<file path="src/rtl/dec_pkg.sv">
package dec_pkg;

  // ************************************************************
  // Bus and storage geometry
  // ************************************************************
  localparam int ADDR_W     = 8;
  localparam int DATA_W     = 32;
  localparam int RF_DEPTH   = 16;
  localparam int RF_IDX_W   = 4;
  localparam int RF_IDX_LSB = 2;
  localparam int BYTE_W     = 8;
  localparam int WORD_W     = 16;

  // ************************************************************
  // Register offsets (byte addresses)
  // ************************************************************
  localparam logic [ADDR_W-1:0] OFS_CMD     = 8'h00;
  localparam logic [ADDR_W-1:0] OFS_FLAGS   = 8'h04;
  localparam logic [ADDR_W-1:0] OFS_STATUS  = 8'h08;
  localparam logic [ADDR_W-1:0] OFS_RF_BASE = 8'h40;
  localparam logic [ADDR_W-1:0] OFS_RF_LAST = 8'h7C;
  localparam logic [1:0]        ALIGN_MASK  = 2'h0;

  // ************************************************************
  // Fields
  // ************************************************************
  localparam int CMD_OP_LSB  = 0;
  localparam int CMD_DST_LSB = 8;
  localparam int FLAG_C      = 7;
  localparam int FLAG_Z      = 6;
  localparam int FLAG_S      = 5;
  localparam int FLAG_V      = 4;
  localparam int FLAG_D      = 3;
  localparam int FLAG_H      = 2;
  localparam int STAT_BUSY   = 0;
  localparam int STAT_BADOP  = 1;
  localparam int STAT_PAD_W  = DATA_W - 2;
  localparam int BYTE_PAD_W  = DATA_W - BYTE_W;

  // ************************************************************
  // Reset values and constants
  // ************************************************************
  localparam logic [BYTE_W-1:0]   FLAGS_RST    = 8'h00;
  localparam logic [BYTE_W-1:0]   RF_RST       = 8'h00;
  localparam logic [DATA_W-1:0]   RDATA_RST    = 32'h0000_0000;
  localparam logic [BYTE_W-1:0]   BYTE_ZERO    = 8'h00;
  localparam logic [WORD_W-1:0]   WORD_ONE     = 16'h0001;
  localparam logic [WORD_W-1:0]   WORD_ZERO    = 16'h0000;
  localparam logic [WORD_W-1:0]   WORD_MIN_NEG = 16'h8000;
  localparam logic [BYTE_W-1:0]   BYTE_MIN_NEG = 8'h80;
  localparam logic [BYTE_W-1:0]   BYTE_ONE     = 8'h01;
  localparam logic [RF_IDX_W-1:0] IDX_ONE      = 4'h1;
  localparam logic [RF_IDX_W-1:0] CNT_ZERO     = 4'h0;

  // ************************************************************
  // Opcodes and execution times
  // ************************************************************
  localparam logic [BYTE_W-1:0]   OP_DEC_R     = 8'h00;
  localparam logic [BYTE_W-1:0]   OP_DEC_IR    = 8'h01;
  localparam logic [BYTE_W-1:0]   OP_PAIR_RR   = 8'h80;
  localparam logic [BYTE_W-1:0]   OP_PAIR_IR   = 8'h81;
  localparam logic [RF_IDX_W-1:0] CYC_BYTE     = 4'h4;
  localparam logic [RF_IDX_W-1:0] CYC_WORD     = 4'h8;

  typedef enum logic {ST_IDLE, ST_EXEC} exec_state_e;

endpackage : dec_pkg

</file>
<file path="src/rtl/dec_if.sv">
`timescale 1ns/1ps
interface dec_if;
  import dec_pkg::*;
  logic [BYTE_W-1:0] opcode;
  logic              valid;
  logic              word;
  logic              indirect;
  logic [WORD_W-1:0] operand;
  logic [WORD_W-1:0] result;
  logic              zf;
  logic              sf;
  logic              vf;

  modport decode (input opcode, output valid, word, indirect);
  modport arith  (input operand, word, output result, zf, sf, vf);
  modport core   (output opcode, operand, input valid, word, indirect, result, zf, sf, vf);
endinterface : dec_if

</file>
<file path="src/rtl/dec_arith.sv">
`timescale 1ns/1ps
module dec_arith (
  dec_if.arith port // Operand in, difference and flags out
);
  import dec_pkg::*;

  always_comb begin
    // Borrow ripples from low byte into high byte for the pair form
    port.result = port.operand - WORD_ONE;
    port.zf     = port.word ? (port.result == WORD_ZERO)
                            : (port.result[BYTE_W-1:0] == BYTE_ZERO);
    port.sf     = port.word ? port.result[WORD_W-1]
                            : port.result[BYTE_W-1];
    // Only the most negative value can wrap on a decrement
    port.vf     = port.word ? (port.operand == WORD_MIN_NEG)
                            : (port.operand[BYTE_W-1:0] == BYTE_MIN_NEG);
  end

endmodule : dec_arith

</file>
<file path="src/rtl/dec_decode.sv">
`timescale 1ns/1ps
module dec_decode (
  dec_if.decode port // Opcode in, operation kind out
);
  import dec_pkg::*;

  always_comb begin
    port.valid    = 1'b0;
    port.word     = 1'b0;
    port.indirect = 1'b0;
    case (port.opcode)
      OP_DEC_R: begin
        port.valid = 1'b1;
      end
      OP_DEC_IR: begin
        port.valid    = 1'b1;
        port.indirect = 1'b1;
      end
      OP_PAIR_RR: begin
        port.valid = 1'b1;
        port.word  = 1'b1;
      end
      OP_PAIR_IR: begin
        port.valid    = 1'b1;
        port.word     = 1'b1;
        port.indirect = 1'b1;
      end
      default: begin
        port.valid = 1'b0;
      end
    endcase
  end

endmodule : dec_decode

</file>
<file path="src/rtl/dec_unit.sv">
// Implementation choices: the register addresses and the Avalon-MM interface to the registers.
`timescale 1ns/1ps
// ************************************************************
// Operation
// - Byte decrement reads the 8-bit destination, subtracts one and writes it back there.
// - Pair decrement joins destination and next register into 16 bits, subtracts one, writes both.
// - Zero flag is set when the whole result, all 16 bits for the pair form, is zero.
// - Sign flag follows the most significant bit of the result.
// - Overflow flag is set when the most negative value wrapped to the most positive.
// ************************************************************
module dec_unit (
  input  wire logic                       CLK_I,            // Core clock, 125 MHz
  input  wire logic                       ARST_N_I,         // Async reset, active low
  input  wire logic [dec_pkg::ADDR_W-1:0] AVS_ADDRESS_I,    // Byte address
  input  wire logic                       AVS_READ_I,       // Read request
  input  wire logic                       AVS_WRITE_I,      // Write request
  input  wire logic [dec_pkg::DATA_W-1:0] AVS_WRITEDATA_I,  // Write data
  input  wire logic [3:0]                 AVS_BYTEENABLE_I, // Lane 0 enables every write; the CMD destination field sits in lane 1
  output logic      [dec_pkg::DATA_W-1:0] AVS_READDATA_O,   // Registered read data
  output logic                            AVS_WAITREQUEST_O // Stall
);
  import dec_pkg::*;

  // ************************************************************
  // Submodules
  // ************************************************************
  dec_if u_if ();

  dec_decode u_decode (
    .port (u_if)
  );

  dec_arith u_arith (
    .port (u_if)
  );

  // ************************************************************
  // State
  // ************************************************************
  logic                ack;
  logic                next_ack;
  logic [DATA_W-1:0]   rdata;
  logic [DATA_W-1:0]   next_rdata;
  exec_state_e         state;
  exec_state_e         next_state;
  logic [RF_IDX_W-1:0] cnt;
  logic [RF_IDX_W-1:0] next_cnt;
  logic [RF_IDX_W-1:0] ea;
  logic [RF_IDX_W-1:0] next_ea;
  logic [BYTE_W-1:0]   op_q;
  logic [BYTE_W-1:0]   next_op;
  logic                badop;
  logic                next_badop;
  logic [BYTE_W-1:0]   rf         [RF_DEPTH];
  logic [BYTE_W-1:0]   next_rf    [RF_DEPTH];
  logic [BYTE_W-1:0]   flags;
  logic [BYTE_W-1:0]   next_flags;

  logic                req;
  logic                busy;
  logic                acc_wr;
  logic [ADDR_W-1:0]   word_addr;
  logic                hit_cmd;
  logic                hit_flags;
  logic                hit_status;
  logic                hit_rf;
  logic [RF_IDX_W-1:0] rf_idx;
  logic [RF_IDX_W-1:0] cmd_dst;
  logic                cmd_wr;
  logic                wb_en;
  logic [RF_IDX_W-1:0] ea_p1;

  // ************************************************************
  // Bus decode
  // ************************************************************
  assign req        = AVS_READ_I | AVS_WRITE_I;
  assign busy       = (state != ST_IDLE);
  assign word_addr  = {AVS_ADDRESS_I[ADDR_W-1:RF_IDX_LSB], ALIGN_MASK};
  assign hit_cmd    = (word_addr == OFS_CMD);
  assign hit_flags  = (word_addr == OFS_FLAGS);
  assign hit_status = (word_addr == OFS_STATUS);
  assign hit_rf     = (word_addr >= OFS_RF_BASE) && (word_addr <= OFS_RF_LAST);
  assign rf_idx     = AVS_ADDRESS_I[RF_IDX_LSB +: RF_IDX_W];
  assign cmd_dst    = AVS_WRITEDATA_I[CMD_DST_LSB +: RF_IDX_W];
  // Every access waits at least one cycle so read data comes from a flop
  assign AVS_WAITREQUEST_O = req & ~ack;
  assign AVS_READDATA_O    = rdata;
  assign acc_wr     = ack & AVS_WRITE_I & AVS_BYTEENABLE_I[0];
  assign cmd_wr     = acc_wr & hit_cmd;

  always_comb begin
    // Writes stall while an instruction runs; reads take only the one wait cycle
    next_ack   = req & ~ack & ~(AVS_WRITE_I & busy);
    next_rdata = rdata;
    if (req & ~ack) begin
      if (hit_flags) begin
        next_rdata = {{BYTE_PAD_W{1'b0}}, flags};
      end else if (hit_status) begin
        next_rdata = {{STAT_PAD_W{1'b0}}, badop, busy};
      end else if (hit_rf) begin
        next_rdata = {{BYTE_PAD_W{1'b0}}, rf[rf_idx]};
      end else begin
        next_rdata = RDATA_RST;
      end
    end
  end

  always_ff @(posedge CLK_I or negedge ARST_N_I) begin
    if (!ARST_N_I) begin
      ack   <= 1'b0;
      rdata <= RDATA_RST;
    end else begin
      ack   <= next_ack;
      rdata <= next_rdata;
    end
  end

  // ************************************************************
  // Execution sequencer
  // ************************************************************
  // Latched opcode drives decode while running, bus data while idle
  assign u_if.opcode  = busy ? op_q : AVS_WRITEDATA_I[CMD_OP_LSB +: BYTE_W];
  assign ea_p1        = ea + IDX_ONE;
  // Pair: destination holds the high byte, the next index the low byte
  assign u_if.operand = u_if.word ? {rf[ea], rf[ea_p1]} : {BYTE_ZERO, rf[ea]};
  assign wb_en        = (state == ST_EXEC) && (cnt == CNT_ZERO);

  always_comb begin
    next_state = state;
    next_cnt   = cnt;
    next_ea    = ea;
    next_op    = op_q;
    next_badop = badop;
    case (state)
      ST_IDLE: begin
        if (cmd_wr) begin
          if (u_if.valid) begin
            next_op    = u_if.opcode;
            // No even check: odd index is the caller's fault, pair wraps
            next_ea    = u_if.indirect ? rf[cmd_dst][RF_IDX_W-1:0] : cmd_dst;
            next_cnt   = u_if.word ? (CYC_WORD - IDX_ONE) : (CYC_BYTE - IDX_ONE);
            next_state = ST_EXEC;
            next_badop = 1'b0;
          end else begin
            next_badop = 1'b1;
          end
        end else if (acc_wr && hit_status && AVS_WRITEDATA_I[STAT_BADOP]) begin
          next_badop = 1'b0;
        end
      end
      ST_EXEC: begin
        if (cnt == CNT_ZERO) begin
          next_state = ST_IDLE;
        end else begin
          next_cnt = cnt - IDX_ONE;
        end
      end
      default: begin
        next_state = ST_IDLE;
      end
    endcase
  end

  always_ff @(posedge CLK_I or negedge ARST_N_I) begin
    if (!ARST_N_I) begin
      state <= ST_IDLE;
      cnt   <= CNT_ZERO;
      ea    <= CNT_ZERO;
      op_q  <= OP_DEC_R;
      badop <= 1'b0;
    end else begin
      state <= next_state;
      cnt   <= next_cnt;
      ea    <= next_ea;
      op_q  <= next_op;
      badop <= next_badop;
    end
  end

  // ************************************************************
  // Register file and flags
  // ************************************************************
  always_comb begin
    next_rf    = rf;
    next_flags = flags;
    if (acc_wr && hit_rf) begin
      next_rf[rf_idx] = AVS_WRITEDATA_I[BYTE_W-1:0];
    end
    if (acc_wr && hit_flags) begin
      next_flags = AVS_WRITEDATA_I[BYTE_W-1:0];
    end
    // Bus writes stall while busy, so these never meet the bus ones
    if (wb_en) begin
      if (u_if.word) begin
        next_rf[ea]    = u_if.result[WORD_W-1:BYTE_W];
        next_rf[ea_p1] = u_if.result[BYTE_W-1:0];
      end else begin
        next_rf[ea]    = u_if.result[BYTE_W-1:0];
      end
      // Carry, decimal and half-carry bits are left as they are
      next_flags[FLAG_Z] = u_if.zf;
      next_flags[FLAG_S] = u_if.sf;
      next_flags[FLAG_V] = u_if.vf;
    end
  end

  always_ff @(posedge CLK_I or negedge ARST_N_I) begin
    if (!ARST_N_I) begin
      for (int i = 0; i < RF_DEPTH; i++) begin
        rf[i] <= RF_RST;
      end
      flags <= FLAGS_RST;
    end else begin
      rf    <= next_rf;
      flags <= next_flags;
    end
  end

  logic start_byte;
  logic start_word;
  assign start_byte = cmd_wr && !busy && u_if.valid && !u_if.word;
  assign start_word = cmd_wr && !busy && u_if.valid && u_if.word;
endmodule : dec_unit

</file>
<file path="config.mk">
export PLATFORM = sky130hd
export DESIGN_NAME = dec_unit
export DESIGN_NICKNAME = d
export VERILOG_FILES = /design/src/rtl/dec_pkg.sv /design/src/rtl/dec_if.sv /design/src/rtl/dec_arith.sv /design/src/rtl/dec_decode.sv /design/src/rtl/dec_unit.sv
export SDC_FILE = /design/constraint.sdc
export NUM_CORES = 1
export LEC_CHECK = 0
export BUFFER_PORTS_ARGS = -buffer_cell sky130_fd_sc_hd__buf_2
export CAP_MARGIN = 20
export CORE_UTILIZATION = 50
export CTS_BUF_LIST = sky130_fd_sc_hd__clkbuf_8
export CTS_CLUSTER_DIAMETER = 80
export DETAILED_ROUTE_END_ITERATION = 7
export PLACE_DENSITY = 0.72
export SLEW_MARGIN = 5
export SYNTH_ARGS = -nofsm -noshare
export SYNTH_HDL_FRONTEND = slang
export SYNTH_SLANG_ARGS = --single-unit
export TNS_END_PERCENT = 100
</file>
<file path="constraint.sdc">
create_clock -name CLK_I -period 10 [get_ports CLK_I]
set_input_delay 3 -clock CLK_I [delete_from_list [all_inputs] [get_ports CLK_I]]
set_output_delay 3 -clock CLK_I [all_outputs]
set_load 0.005 [all_outputs]
</file>
==> flow_metrics.tcl <==
set metrics [dict create \
    dpl_worst_slack_ns 2.11 \
    seq_power_share 0.491 \
    crit_path_start_kind "input pin" \
    end_kind "register" \
    initial_core_util 0.507 \
    finalHoldViolCount 0 \
    p_comb_frac 0.160 \
    power_switching_uw 472 \
    placed_cell_area_um2 16100 \
    place_hpwl_um 44600 \
    root_buffer "clkbuf_8" \
    layout_commonest_cell "nand2_1" \
    fin_area_um2 16500 \
    setup_violations 0 \
    p_per_area_nw_per_um2 86.0 \
    worst_slack_ns 2.35 \
    placed_cells 2068 \
    hold-worst-slack_ns 0.482 \
    wirelength_um 64700 \
    ys_seq_elements 163 \
    hp-class "register to register" \
    worst-r2r-cell-count 17 \
    postCtsSetupBuffers 0 \
    synth_cells 1775 \
    cap_violations 0 \
    period_needed_ns 7.65 \
    ctsHoldBuffers 0 \
    fin_skew_ns 0.0198 \
    p_clk_frac 0.349 \
    cts.htree.levels 4 \
    ios 81 \
    hold_path_depth 2 \
    dr_total_vias 16603 \
    die_area_um2 32600 \
    coreArea_um2 31500 \
    avgSynthCellArea_um2 8.99 \
    cts_resized 0 \
    place_congestion 1.02 \
    ys.flop_type "dfrtp_1" \
    die_h_um 181 \
    syn-cell-area_um2 16000 \
    nNetsFinal 1742 \
    cts_tree "yes" \
    final_cell_mix "205 x nand2_1, 161 x dfrtp_1, 160 x a21oi_1" \
    grt.overflow.total 0 \
    diodes 0 \
    final_cells 2100 \
    first_iter_violations 3028 \
    antenna_found_initial 2 \
    synth-warning-count 0 \
    max_freq_mhz 131 \
    nFillCells 2850 \
    sw_frac_of_total 0.333 \
    layout-drive-gt1-share 0.168 \
    synthDistinctLibCells 81 \
    die_x_um 181 \
    path_class "input pin to register" \
    io_buffers 31 \
    rsz0062_at_grt "false" \
    leakagePower_nw 6.12 \
    peakVddDrop_uv 82.7 \
    internal_power_uw 944 \
    grt_pass1_wl_um 95500 \
    grt_pass1_vias 15215 \
    total_power_mw 1.42 \
    cts.sinks 163 \
    synth_edf_count 0 \
    critPathRequiredTime_ns 10.41 \
    viasPerCell 7.91 \
    wl_per_cell_um 30.8 \
    grt_max_degree 69 \
    cts_inserted_buffers 17 \
    placementRows 65 \
    insertion_delay_ns 0.52 \
    finalCritPeriodShare 0.765 \
    async_reset_ff_frac 1.00 \
    final_core_util 0.523 \
    ant_nets 0 \
    arrival_ns 8.06 \
    status "finished with violations" \
    path_clk_slew_ns 0.10 \
    cts_buffer_depth 2 \
    grt_use_total 0.392 \
    drc 3 \
    drtPass1Iterations 8 \
    failed_checks "design-rule violations" \
    max_slew_margin 0.201 \
    crit_fanout 41 \
    setup-tns-final_ns 0 \
    worst_pin_slew_ns 1.20 \
    synthToLayoutAreaGrowth_pct 3.14 \
    yosysSeqAreaShare 0.256 \
    report.final.slew_viol_count 0 \
]
worst max-delay path: stages:
cell and delay (ns):
buf_2 0.27, o32ai_1 0.77, nand2_4 0.54, a21oi_1 0.42, ha_1 0.36, and3_1 0.29
o2111ai_1 0.26, a211oi_1 0.39, xnor2_1 0.27, nand2b_1 0.70, nor2_1 0.27, a21o_1 0.26
a31o_2 0.24
worst paths after layout:
path	start	endpoint	slack [ns]
setup / recovery	AVS_WRITEDATA_I[4]	rf[62]	2.35
hold / removal	AVS_READDATA_O[3]	AVS_READDATA_O[3]	0.48
setup reg to reg	ea[0]	rf[62]	2.99
hold reg to reg	AVS_READDATA_O[3]	AVS_READDATA_O[3]	0.48
max in group asynchronous	ARST_N_I	ea[0]	6.28
min in group asynchronous	ARST_N_I	rf[79]	2.37
layout make-up:
| type | instances | area (µm²) | area share |
|---|---|---|---|
| clock buffers | 18 | 248 | 0.0150 |
| clock inverters | 14 | 121 | 0.00737 |
| inverters | 13 | 48.8 | 0.00296 |
| multi-input cells | 1416 | 11000 | 0.667 |
| flip-flops and latches | 163 | 4080 | 0.248 |
| well taps | 402 | 503 | 0.0306 |
| repair buffers | 74 | 484 | 0.0294 |
sequential cells by signal, summed over array words and instances, names as in the netlist:
name and cells:
rf 128, ea 4, op_q 8, badop 1, cnt 4, flags 8
AVS_READDATA_O 8, busy 1, ack 1
layer usage:
layer	vias up	routed length, µm	GRT usage
met1	7901	22000	0.499
met4	0	4780	0.243
met5	-	0	0
met3	410	10300	0.116
li1	6604	-	-
met2	1688	27700	0.587
synth_stat cells (5+ instances only):
master | instances | share of area
a211oi_1 | 6 | 0.0028
a21o_1 | 6 | 0.0028
a21oi_1 | 160 | 0.050
a22o_1 | 30 | 0.016
a22oi_1 | 33 | 0.016
a31o_2 | 5 | 0.0027
a31oi_1 | 30 | 0.012
and2_1 | 30 | 0.012
buf_1 | 16 | 0.0038
buf_2 | 29 | 0.0091
buf_4 | 32 | 0.015
buf_6 | 7 | 0.0049
clkbuf_1 | 121 | 0.028
dfrtp_1 | 163 | 0.26
ha_1 | 9 | 0.0071
inv_1 | 13 | 0.0031
mux2_2 | 16 | 0.011
mux2i_1 | 131 | 0.082
mux4_2 | 124 | 0.17
nand2_1 | 208 | 0.049
nand2b_1 | 9 | 0.0035
nand3_1 | 37 | 0.012
nor2_1 | 135 | 0.032
nor2b_1 | 16 | 0.0063
nor3_1 | 10 | 0.0031
o2111ai_1 | 15 | 0.0082
o211ai_1 | 87 | 0.041
o21ai_0 | 110 | 0.034
o221ai_1 | 29 | 0.016
o22a_1 | 18 | 0.0099
o22ai_1 | 28 | 0.011
xnor2_1 | 6 | 0.0033
xor2_1 | 5 | 0.0027
power groups by stage:
stage | clock network, mW | registers (mW) | logic, mW
6_report | 0.494 | 0.695 | 0.227
5_1_grt | 0.513 | 0.696 | 0.236
4_1_cts | 0.491 | 0.693 | 0.218
3_5_place_dp | 0 | 0.706 | 0.217
3_3_place_gp | 0 | 0.705 | 0.214
2_1_floorplan | 0 | 0.700 | 0.150
logic make-up after synthesis:
family / count (synthesis) / synth area share
AO/OA/AOI/OAI: 611 / 0.252
AND/OR/NAND/NOR: 485 / 0.140
multiplexers: 274 / 0.273
buffers and inverters: 219 / 0.0647
flip-flops: 163 / 0.256
XOR/XNOR: 13 / 0.00807
adder cells (fa/ha/maj): 9 / 0.00706
other: 1 / 0.000235
No activity file was read; power rests on OpenSTA's default activity.
